File: config.mk
export PLATFORM = sky130hd
export DESIGN_NAME = acsc_conv_ctrl
export DESIGN_NICKNAME = d
export VERILOG_FILES = /design/src/design/acsc_pkg.sv /design/src/design/acsc_conv_ctrl.sv /design/src/design/acsc_freq_detect.sv
export VERILOG_INCLUDE_DIRS = /design/src /design/src/design
export SDC_FILE = /design/constraint.sdc
export NUM_CORES = 1
export LEC_CHECK = 0
export ABC_AREA = 1
export BUFFER_PORTS_ARGS = -buffer_cell sky130_fd_sc_hd__buf_4
export CELL_PAD_IN_SITES_DETAIL_PLACEMENT = 1
export CELL_PAD_IN_SITES_GLOBAL_PLACEMENT = 1
export CORE_ASPECT_RATIO = 1.2
export CORE_MARGIN = 2
export CORE_UTILIZATION = 45
export CTS_CLUSTER_DIAMETER = 60
export DETAILED_ROUTE_END_ITERATION = 12
export PLACE_DENSITY_LB_ADDON = 0.1
export REMOVE_ABC_BUFFERS = 1
export SETUP_SLACK_MARGIN = 0.1
export SYNTH_ARGS = -nofsm -noshare
export SYNTH_HDL_FRONTEND = slang
export SYNTH_SLANG_ARGS = --single-unit
export TNS_END_PERCENT = 30
File: constraint.sdc
create_clock -name i_core_clk -period 2.6 [get_ports i_core_clk]
set_clock_uncertainty 0.15 [all_clocks]
set_input_delay 0.26 -clock i_core_clk [delete_from_list [all_inputs] [get_ports i_core_clk]]
set_output_delay 0.26 -clock i_core_clk [all_outputs]
set_load 0.01 [all_outputs]
File: src/design/acsc_defines.svh
// Timing and format constants for the converter serial conversion control.
`ifndef ACSC_DEFINES_SVH
`define ACSC_DEFINES_SVH

// Core clock rate in MHz and in Hz.
`define ACSC_CLK_MHZ        25
`define ACSC_CLK_HZ         25000000

// Conversion times on the internal oscillator, in microseconds.
`define ACSC_CONV_50_US     80120
`define ACSC_CONV_60_US     66770
`define ACSC_CONV_DUAL_US   72800

// Conversion length on an external oscillator, in oscillator periods.
`define ACSC_EXT_CONV_TICKS 10278

// Internal shift clock rates in Hz, and oscillator ticks per half period.
`define ACSC_ISCK_HZ        19200
`define ACSC_ISCK_DUAL_HZ   17500
`define ACSC_EXT_HALF_TICKS 4

// Result word length in bits.
`define ACSC_WORD_BITS      32

// Longest external oscillator phase, in microseconds.
`define ACSC_OSC_PHASE_US   390

// Sampling of the clock pin after reset release, in core cycles.
`define ACSC_PWRUP_CYC      4

// Reset levels of the filtered pins: chip select idle high, clock pulled up.
`define ACSC_PIN_RST        2'b11

`endif

File: src/design/acsc_pkg.sv
// Types shared by the converter serial conversion control.
package acsc_pkg;

  // Converter operating cycle.
  typedef enum logic [1:0] {
    ACSC_ST_CONV  = 2'b00,
    ACSC_ST_SLEEP = 2'b01,
    ACSC_ST_OUT   = 2'b10
  } acsc_state_type;

  // Position of the first filter null.
  typedef enum logic [1:0] {
    ACSC_NULL_60   = 2'b00,
    ACSC_NULL_50   = 2'b01,
    ACSC_NULL_5060 = 2'b10,
    ACSC_NULL_EXT  = 2'b11
  } acsc_null_type;

endpackage : acsc_pkg

File: src/design/acsc_conv_ctrl.sv
// Conversion cycle and three-wire serial output control of the converter.
//
// Functional notes
// RULE_01: A low chip select enables the serial data driver and wakes the converter.
// RULE_02: After each conversion the converter sleeps while chip select stays high.
// RULE_03: Chip select rising during a transfer abandons it and starts a conversion.
// RULE_04: The serial data pin floats whenever chip select is high.
// RULE_05: During conversion and sleep the serial data pin shows conversion status.
// RULE_06: In internal clock mode the device drives the shift clock during output.
// RULE_07: In external clock mode the host supplies the shift clock during output.
// RULE_08: A weak pull-up on the clock pin is on whenever internal clock mode holds.
// RULE_09: Clock mode follows the clock pin level at power-up or chip select fall.
// RULE_10: A high frequency control pin selects the internal oscillator and 50 Hz null; with P_DUAL_REJECT set the code gives the dual null.
// RULE_11: A low frequency control pin gives a 60 Hz null, or 50 and 60 Hz dual.
// RULE_12: A clock on the frequency control pin is the system clock, null at f/2560.
// RULE_13: Each result transfer is one 32-bit serial word.
// RULE_14: Data changes on the falling clock edge and is latched on the rising one.
// RULE_15: Output ends after 32 bits or chip select rise, then a conversion starts.
// RULE_16: Busy shows high on the data pin, and low once a result is ready.
`timescale 1ns/1ps
`include "acsc_defines.svh"

module acsc_conv_ctrl #(
  parameter bit          P_DUAL_REJECT = 1'b0,
  parameter logic [21:0] P_CONV_50_CYC = 22'(`ACSC_CONV_50_US * `ACSC_CLK_MHZ),
  parameter logic [21:0] P_CONV_60_CYC = 22'(`ACSC_CONV_60_US * `ACSC_CLK_MHZ),
  parameter logic [21:0] P_CONV_DL_CYC = 22'(`ACSC_CONV_DUAL_US * `ACSC_CLK_MHZ),
  parameter logic [13:0] P_OSC_IDLE    = 14'(`ACSC_OSC_PHASE_US * `ACSC_CLK_MHZ + 1)
) (
  input  wire logic                          i_core_clk,
  input  wire logic                          i_rst_n,
  input  wire logic                          i_cs_n,
  input  wire logic                          i_sck,
  input  wire logic                          i_freq_control_pin,
  input  wire logic [`ACSC_WORD_BITS-1:0]    i_conv_result,
  output logic                               o_serial_out_pin,
  output logic                               o_serial_out_pin_oe,
  output logic                               o_sck,
  output logic                               o_sck_oe,
  output logic                               o_sck_pullup_en,
  output logic                               o_wake,
  output logic                               o_sleep,
  output logic                               o_conv_busy,
  output logic                               o_conv_done,
  output logic                               o_ext_sck_mode,
  output logic                               o_ext_osc,
  output logic [1:0]                         o_null_sel
);

  localparam logic [9:0]  ISCK_HALF    = 10'(`ACSC_CLK_HZ / (2 * `ACSC_ISCK_HZ));
  localparam logic [9:0]  ISCK_HALF_DL = 10'(`ACSC_CLK_HZ / (2 * `ACSC_ISCK_DUAL_HZ));
  localparam logic [9:0]  EXT_HALF     = 10'(`ACSC_EXT_HALF_TICKS);
  localparam logic [21:0] EXT_CONV     = 22'(`ACSC_EXT_CONV_TICKS);
  localparam logic [5:0]  LAST_BIT     = 6'(`ACSC_WORD_BITS - 1);
  localparam logic [1:0]  PWRUP_LAST   = 2'(`ACSC_PWRUP_CYC - 1);

  acsc_pkg::acsc_state_type state_r;
  acsc_pkg::acsc_state_type state_nxt;

  logic [1:0]                     sync1_r;
  logic [1:0]                     sync2_r;
  logic [1:0]                     sync3_r;
  logic [1:0]                     pin_r;
  logic [1:0]                     pin_nxt;
  logic                           cs_n;
  logic                           sck_in;
  logic                           sck_prev_r;
  logic                           cs_prev_r;
  logic                           cs_fall;
  logic                           esck_rise;
  logic                           esck_fall;
  logic [1:0]                     pwrup_r;
  logic                           pwrup_pend_r;
  logic                           pwrup_take;
  logic                           ext_sck_r;
  logic                           f0_ext;
  logic                           f0_level;
  logic                           f0_tick;
  logic [21:0]                    conv_cnt_r;
  logic [21:0]                    conv_target;
  logic                           conv_step;
  logic                           conv_done;
  logic [9:0]                     half_cnt_r;
  logic [9:0]                     half_target;
  logic                           half_step;
  logic                           isck_r;
  logic                           isck_toggle;
  logic                           bit_rise;
  logic                           bit_fall;
  logic [5:0]                     bit_cnt_r;
  logic                           word_end;
  logic [`ACSC_WORD_BITS-1:0]     shift_r;
  logic [`ACSC_WORD_BITS-1:0]     shift_nxt;
  logic                           sdo_r;
  logic                           sdo_nxt;
  logic                           in_out;

  ////////////////////////////////////////////////////////////////////////////
  // Pin synchronisers for chip select (bit 0) and the clock pin (bit 1).
  // A filtered level moves only once stages two and three agree.
  genvar g;
  generate
    for (g = 0; g < 2; g++)
    begin : g_pin_sync
      assign pin_nxt[g] = (sync2_r[g] == sync3_r[g]) ? sync3_r[g] : pin_r[g];
    end
  endgenerate

  always_ff @(posedge i_core_clk or negedge i_rst_n)
  begin
    if (!i_rst_n)
    begin
      sync1_r <= `ACSC_PIN_RST;
      sync2_r <= `ACSC_PIN_RST;
      sync3_r <= `ACSC_PIN_RST;
      pin_r   <= `ACSC_PIN_RST;
    end
    else
    begin
      sync1_r <= {i_sck, i_cs_n};
      sync2_r <= sync1_r;
      sync3_r <= sync2_r;
      pin_r   <= pin_nxt;
    end
  end

  // Edge detection on the filtered pin levels.
  assign cs_n      = pin_r[0];
  assign sck_in    = pin_r[1];
  assign cs_fall   = cs_prev_r & ~cs_n;
  assign esck_rise = ~sck_prev_r & sck_in;
  assign esck_fall = sck_prev_r & ~sck_in;

  always_ff @(posedge i_core_clk or negedge i_rst_n)
  begin
    if (!i_rst_n)
    begin
      cs_prev_r  <= 1'b1;
      sck_prev_r <= 1'b1;
    end
    else
    begin
      cs_prev_r  <= cs_n;
      sck_prev_r <= sck_in;
    end
  end

  ////////////////////////////////////////////////////////////////////////////
  // Clock mode capture: once the synchronisers settle after reset, then at
  // every chip select fall. A high pin means the device drives the clock.
  assign pwrup_take = pwrup_pend_r & (pwrup_r == PWRUP_LAST);

  always_ff @(posedge i_core_clk or negedge i_rst_n)
  begin
    if (!i_rst_n)
    begin
      pwrup_r      <= 2'h0;
      pwrup_pend_r <= 1'b1;
      ext_sck_r    <= 1'b0;
    end
    else
    begin
      pwrup_r <= pwrup_pend_r ? pwrup_r + 2'h1 : pwrup_r;
      if (pwrup_take)
        pwrup_pend_r <= 1'b0;
      // At power-up the filtered level still holds its reset value, so the
      // filter's next value is taken instead.
      if (pwrup_take)
        ext_sck_r <= ~pin_nxt[1];  // see RULE_09
      else if (cs_fall)
        ext_sck_r <= ~sck_in;      // see RULE_09
    end
  end

  ////////////////////////////////////////////////////////////////////////////
  // Frequency control pin: strap level or external oscillator.
  acsc_freq_detect #(
    .P_IDLE_CYC (P_OSC_IDLE)
  ) u_freq_detect (
    .i_core_clk         (i_core_clk),
    .i_rst_n            (i_rst_n),
    .i_freq_control_pin (i_freq_control_pin),
    .o_ext_osc          (f0_ext),
    .o_level            (f0_level),
    .o_tick             (f0_tick)
  );

  // Filter null selection and the matching conversion length.
  assign o_null_sel  = f0_ext        ? acsc_pkg::ACSC_NULL_EXT :  // see RULE_12
                       P_DUAL_REJECT ? acsc_pkg::ACSC_NULL_5060 : // see RULE_11
                       f0_level      ? acsc_pkg::ACSC_NULL_50 :   // see RULE_10
                                       acsc_pkg::ACSC_NULL_60;    // see RULE_11
  assign conv_target = f0_ext        ? EXT_CONV :
                       P_DUAL_REJECT ? P_CONV_DL_CYC :
                       f0_level      ? P_CONV_50_CYC : P_CONV_60_CYC;
  assign conv_step   = (state_r == acsc_pkg::ACSC_ST_CONV) & (f0_ext ? f0_tick : 1'b1);
  assign conv_done   = conv_step & (conv_cnt_r == conv_target - 22'h00_0001);

  ////////////////////////////////////////////////////////////////////////////
  // Conversion timer; the result word is captured when it expires.
  always_ff @(posedge i_core_clk or negedge i_rst_n)
  begin
    if (!i_rst_n)
      conv_cnt_r <= 22'h00_0000;
    else if (state_r != acsc_pkg::ACSC_ST_CONV || conv_done)
      conv_cnt_r <= 22'h00_0000;
    else if (conv_step)
      conv_cnt_r <= conv_cnt_r + 22'h00_0001;
  end

  ////////////////////////////////////////////////////////////////////////////
  // Internal shift clock: low at output start, toggling each half period,
  // paced by the core clock or by oscillator ticks at one eighth of its rate.
  assign in_out      = state_r == acsc_pkg::ACSC_ST_OUT;
  assign half_target = f0_ext ? EXT_HALF : (P_DUAL_REJECT ? ISCK_HALF_DL : ISCK_HALF);
  assign half_step   = f0_ext ? f0_tick : 1'b1;
  assign isck_toggle = in_out & ~ext_sck_r & half_step &
                       (half_cnt_r == half_target - 10'h001);

  always_ff @(posedge i_core_clk or negedge i_rst_n)
  begin
    if (!i_rst_n)
    begin
      half_cnt_r <= 10'h000;
      isck_r     <= 1'b0;
    end
    else if (!in_out || isck_toggle)
    begin
      half_cnt_r <= 10'h000;
      isck_r     <= in_out & ~isck_r;  // see RULE_06
    end
    else if (half_step)
    begin
      half_cnt_r <= half_cnt_r + 10'h001;
    end
  end

  // Shift events come from the internal clock or the host's clock.
  assign bit_rise = in_out & (ext_sck_r ? esck_rise : (isck_toggle & ~isck_r));  // see RULE_07
  assign bit_fall = in_out & (ext_sck_r ? esck_fall : (isck_toggle & isck_r));
  assign word_end = bit_rise & (bit_cnt_r == LAST_BIT);  // see RULE_13

  ////////////////////////////////////////////////////////////////////////////
  // Operating cycle: conversion, sleep, data output.
  always_comb
  begin
    state_nxt = state_r;
    unique case (state_r)
      acsc_pkg::ACSC_ST_CONV:
        if (conv_done)
          state_nxt = acsc_pkg::ACSC_ST_SLEEP;  // see RULE_02
      acsc_pkg::ACSC_ST_SLEEP:
        if (!cs_n && !cs_fall)
          state_nxt = acsc_pkg::ACSC_ST_OUT;    // see RULE_01
      acsc_pkg::ACSC_ST_OUT:
        if (cs_n)
          state_nxt = acsc_pkg::ACSC_ST_CONV;   // see RULE_03
        else if (word_end)
          state_nxt = acsc_pkg::ACSC_ST_CONV;   // see RULE_15
      default:
        state_nxt = acsc_pkg::ACSC_ST_CONV;
    endcase
  end

  // Shift register: loaded at the end of conversion, advanced on falling edges.
  assign shift_nxt = conv_done                          ? i_conv_result :
                     (bit_fall && bit_cnt_r != 6'h00)   ? {shift_r[`ACSC_WORD_BITS-2:0], 1'b0} :
                                                          shift_r;  // see RULE_14

  // Data pin value: status while converting or sleeping, result bits in output.
  assign sdo_nxt = (state_nxt == acsc_pkg::ACSC_ST_OUT)  ? shift_nxt[`ACSC_WORD_BITS-1] :
                   (state_nxt == acsc_pkg::ACSC_ST_CONV) ? 1'b1 : 1'b0;  // see RULE_05, RULE_16

  always_ff @(posedge i_core_clk or negedge i_rst_n)
  begin
    if (!i_rst_n)
    begin
      state_r   <= acsc_pkg::ACSC_ST_CONV;
      shift_r   <= 32'h0000_0000;
      bit_cnt_r <= 6'h00;
      sdo_r     <= 1'b1;
    end
    else
    begin
      state_r   <= state_nxt;
      shift_r   <= shift_nxt;
      sdo_r     <= sdo_nxt;
      if (!in_out)
        bit_cnt_r <= 6'h00;
      else if (bit_rise)
        bit_cnt_r <= bit_cnt_r + 6'h01;  // see RULE_15
    end
  end

  ////////////////////////////////////////////////////////////////////////////
  // Pin drivers and status outputs.
  assign o_serial_out_pin    = sdo_r;
  assign o_serial_out_pin_oe = ~cs_n;                      // see RULE_04, RULE_01
  assign o_sck               = isck_r;
  assign o_sck_oe            = in_out & ~ext_sck_r & ~cs_n; // see RULE_06
  assign o_sck_pullup_en     = ~ext_sck_r;                 // see RULE_08
  assign o_wake              = ~cs_n;                      // see RULE_01
  assign o_sleep             = (state_r == acsc_pkg::ACSC_ST_SLEEP) & cs_n;  // see RULE_02
  assign o_conv_busy         = state_r == acsc_pkg::ACSC_ST_CONV;
  assign o_conv_done         = conv_done;
  assign o_ext_sck_mode      = ext_sck_r;
  assign o_ext_osc           = f0_ext;

endmodule : acsc_conv_ctrl

File: src/design/acsc_freq_detect.sv
// Frequency control pin synchroniser and external oscillator detector.
`timescale 1ns/1ps
`include "acsc_defines.svh"

module acsc_freq_detect #(
  parameter logic [13:0] P_IDLE_CYC = 14'(`ACSC_OSC_PHASE_US * `ACSC_CLK_MHZ + 1)
) (
  input  wire logic i_core_clk,
  input  wire logic i_rst_n,
  input  wire logic i_freq_control_pin,
  output logic      o_ext_osc,
  output logic      o_level,
  output logic      o_tick
);

  logic [2:0]  sync_r;
  logic        level_r;
  logic        ext_r;
  logic        armed_r;
  logic [13:0] idle_r;
  logic        level_nxt;
  logic        edge_w;
  logic        rise_w;

  ////////////////////////////////////////////////////////////////////////////
  // Three-stage synchroniser; the level moves only when stages two and three agree.
  assign level_nxt = (sync_r[1] == sync_r[2]) ? sync_r[2] : level_r;
  assign edge_w    = level_nxt != level_r;
  assign rise_w    = edge_w & level_nxt;

  always_ff @(posedge i_core_clk or negedge i_rst_n)
  begin
    if (!i_rst_n)
    begin
      sync_r  <= 3'h0;
      level_r <= 1'b0;
    end
    else
    begin
      sync_r  <= {sync_r[1:0], i_freq_control_pin};
      level_r <= level_nxt;
    end
  end

  ////////////////////////////////////////////////////////////////////////////
  // A pin that keeps toggling is an oscillator; one that rests is a strap.
  // A lone edge only arms the detector, so a strap settling after reset or
  // moved by hand never reads as an oscillator; a second edge in time does.
  always_ff @(posedge i_core_clk or negedge i_rst_n)
  begin
    if (!i_rst_n)
    begin
      ext_r   <= 1'b0;
      armed_r <= 1'b0;
      idle_r  <= 14'h0000;
    end
    else if (edge_w)
    begin
      ext_r   <= armed_r;  // see RULE_12
      armed_r <= 1'b1;
      idle_r  <= 14'h0000;
    end
    else if (idle_r == P_IDLE_CYC)
    begin
      ext_r   <= 1'b0;     // see RULE_10
      armed_r <= 1'b0;
    end
    else
    begin
      idle_r <= idle_r + 14'h0001;
    end
  end

  // Rising oscillator edges pace conversion and shift clock in external mode.
  assign o_ext_osc = ext_r;
  assign o_level   = level_r;
  assign o_tick    = rise_w & ext_r;

endmodule : acsc_freq_detect

==> flow_metrics.env <==
export IMPL_outcome="finished clean"
export IMPL_timing_critical_path_from_type="register"
export IMPL_io_buffers=49
export IMPL_initial_cell_density_of_the_core_pct=46.50
export IMPL_num_nets_final=791
export IMPL_worst_hold_depth=3
export IMPL_timing_critical_path_arrival_ns=2.03
export IMPL_dieArea_sq_um=12960
export IMPL_post_synth_cell_area_avg_sq_um=8.430
export IMPL_detailedPlacementHpwl_um=10030
export IMPL_worst_setup_path_type="register to primary output"
export IMPL_clock_sink_total=108
export IMPL_drive_above_1_share_pct=17.84
export IMPL_htree_levels=3
export IMPL_maxClockFrequency_ghz=0.4101
export IMPL_detailedRoute_firstIterationViolations=134
export IMPL_clock_root_buffer="clkbuf_16"
export IMPL_total_leakage_power_nw=3.046
export IMPL_final_count_of_negative_setup_slack_endpoints=0
export IMPL_min_path_type="input port to register"
export IMPL_synth_lib_cells_used_distinct=41
export IMPL_placement_rows=43
export IMPL_finalHoldViolations=0
export IMPL_die_w_um=104.3
export IMPL_numCtsBuffers=9
export IMPL_fp_dieH_um=124.3
export IMPL_synthCells=644
export IMPL_detailedRoute_firstPassIterationCount=6
export IMPL_avgViaCountPerCell=5.383
export IMPL_drcViolationCount=0
export IMPL_synth_seq_cells=108
export IMPL_cp_num_cells=9
export IMPL_cp_required_ns=2.19
export IMPL_p_int_mw=2.911
export IMPL_final_cell_mix="nand2_1, dfrtp_1, inv_1"
export IMPL_endpoint_kind="primary output"
export IMPL_power_per_cell_area_nw_per_um2=616.0
export IMPL_crit_chain="buf_4, buf_4, nor2_2, xor2_1, nand2_1, nor2_2, nand3_4, inv_12, buf_6"
export IMPL_seq_power_share_pct=45.9
export IMPL_worst_path_max_delay_cell="dfrtp_1"
export IMPL_detail_route_wl_per_cell_um=16.95
export IMPL_grt_pass1_wl_um=25990
export IMPL_grt_overflow=0
export IMPL_vias=4888
export IMPL_design_portCount=50
export IMPL_kind_of_cell_adding_the_most_delay_to_the_critical_path="simple AND/OR/NAND/NOR gates"
export IMPL_areaGrowthSynthToFinish_pct=25.40
export IMPL_layout_cells_most_common="nand2_1"
export IMPL_switching_share_pct=30.57
export IMPL_max_slew_worst_pin_slew_ns=0.5604
export IMPL_stdcell_area_sq_um=6808
export IMPL_r2r_cells=11
export IMPL_relative_contribution_of_combinational_cells_to_total_power_pct=19.4
export IMPL_diodes_inserted=0
export IMPL_peakVddDrop_uv=355.4
export IMPL_worst_path_clk_slew_ns=0.07
export IMPL_fin_crit_sh_pct=93.78
export IMPL_ys_seq_area_share_pct=50.06
export IMPL_place_area_sq_um=5973
export IMPL_peak_per_stage_delay_on_the_critical_path_ns=0.40
export IMPL_max_capacitance_violation_count=0
export IMPL_max_slew_margin_vs_limit_pct=62.64
export IMPL_setup_repair_after_global_routing_missed_its_margin="true"
export IMPL_antenna_violations_before_repair=0
export IMPL_wl_um=15390
export IMPL_clock_insertion_delay_worst_skew_ns=0.37
export IMPL_setup_tns_ns=0
export IMPL_hold_worst_slack_ns=0.02575
export IMPL_clock_path_buffers=2
export IMPL_share_clk_of_total_power_pct=34.6
export IMPL_place_gp_congestion=0.9076
export IMPL_placeableCoreArea_sq_um=11670
export IMPL_cell_area_after_technology_mapping_sq_um=5429
export IMPL_worst_path_buf_inv=4
export IMPL_pin_count_of_the_biggest_net_entering_global_routing=59
export IMPL_ys_warnings=0
export IMPL_finalMaxSlewViolations=0
export IMPL_clock_tree_from_tritoncts="built"
export IMPL_grt_pass1_vias=5380
export IMPL_final_period_minus_worst_setup_slack_ns=2.438
export IMPL_detail_route_antenna_nets=0
export IMPL_groute_usage_overall_pct=24.89
export IMPL_power_switching_mw=1.282
export IMPL_crit_path_max_fanout=4
through the flow:
stage                     setup slack [ns]  utilization (%)  power (mW)  cells
after detailed placement         -0.009316            51.16       2.622    844
after CTS                           0.1192            57.65       4.170    903
final                               0.1617            58.31       4.193    908
after floorplan                    0.07409                -       2.308    628
after global placement             0.08432            51.16       2.583    844
after global routing               0.05439            58.31       4.372    908
timing repair:
item | in CTS | in global routing
hold endpoints to repair | 58 | 0
pin swaps | 5 | 7
endpoints found under the setup margin | 20 | 32
buffers inserted | 10 | 5
resized for setup | 10 | 13
cloned | 1 | 0
hold buffers | 32 | 0
final cells by class:
class / instances / area [sq um]
clock inverter: 6 / 83.83
tap: 157 / 196.4
timing repair buffer: 106 / 903.4
multi-input combinational: 425 / 2293
timing repair inverter: 1 / 8.758
sequential: 108 / 2719
inverter: 95 / 374.1
clock buffer: 10 / 229.0
fill: 1360 / 4867
per-layer routing:
metal / wire length [um] / vias to the layer above / GRT usage [%]
met1: 6522 / 2435 / 29.90
li1: - / 2327 / -
met3: 434 / 30 / 3.297
met5: 0 / - / 0
met4: 393 / 0 / 10.33
met2: 8041 / 96 / 44.56
power groups by stage:
stage | sequential [mW] | combinational (mW) | clock (mW)
5_1_grt | 1.94 | 0.905 | 1.53
3_3_place_gp | 1.95 | 0.638 | 0
4_1_cts | 1.92 | 0.779 | 1.47
2_1_floorplan | 1.92 | 0.388 | 0
6_report | 1.93 | 0.815 | 1.45
3_5_place_dp | 1.95 | 0.670 | 0
registers in the layout (all words and copies together), names as in the netlist, 2 cells and up:
signal	count
sync2_r	2
pwrup_r	2
sync3_r	2
half_cnt_r	10
sync1_r	2
u_freq_detect.idle_r	14
u_freq_detect.sync_r	3
pin_r	2
state_r	2
conv_cnt_r	22
shift_r	32
bit_cnt_r	6
cells in the mapped netlist (all sizes together):
cell type | number | area (sq um)
buf | 14 | 100.1
clkbuf | 2 | 7.510
a211oi | 3 | 27.52
or4 | 1 | 7.510
xor2 | 14 | 122.6
o21bai | 2 | 15.01
dfstp | 12 | 315.3
inv | 95 | 356.6
nor3b | 3 | 22.52
xnor2 | 1 | 8.760
o211ai | 28 | 210.2
nor4 | 8 | 50.05
nor3 | 30 | 155.1
ha | 8 | 100.1
o22ai | 3 | 18.77
o21a | 3 | 22.52
nand3 | 54 | 287.8
nand4 | 16 | 100.1
nor2 | 67 | 285.3
a31oi | 3 | 18.77
o31ai | 1 | 7.510
and2 | 2 | 12.51
a21oi | 19 | 95.09
a221oi | 1 | 8.760
dfrtp | 96 | 2402
nand2 | 129 | 509.2
maj3 | 3 | 30.03
or2 | 1 | 6.260
o21ai | 25 | 125.1
worst reg2reg max path, cell delays in order (launching register included):
cell,delay [ns]
dfrtp_1,0.40
buf_4,0.14
buf_4,0.13
nor2_2,0.20
xor2_1,0.18
nand2_1,0.08
nor2_2,0.17
nand3_4,0.18
buf_6,0.19
buf_8,0.13
or2_1,0.23
and2_1,0.17
cells by family after synthesis:
logic type | synth area share [%]
adder cells (fa/ha/maj) | 2.397
buffers and inverters | 8.550
flip-flops | 50.06
XOR/XNOR | 2.420
AND/OR/NAND/NOR | 26.46
AO/OA/AOI/OAI | 10.12
path summary, 6_finish.rpt:
path / end / slack, ns / from
worst max-delay path: o_conv_done / 0.16 / u_freq_detect.o_ext_osc
worst min-delay path: shift_r[4] / 0.03 / i_conv_result[4]
worst max register to register: shift_r[31] / 0.16 / u_freq_detect.o_ext_osc
worst min register to register: sync2_r[0] / 0.21 / sync1_r[0]
max in group asynchronous: u_freq_detect.o_level / 1.32 / i_rst_n
min in group asynchronous: conv_cnt_r[7] / 0.28 / i_rst_n
No activity file was read; power rests on OpenSTA's default activity.
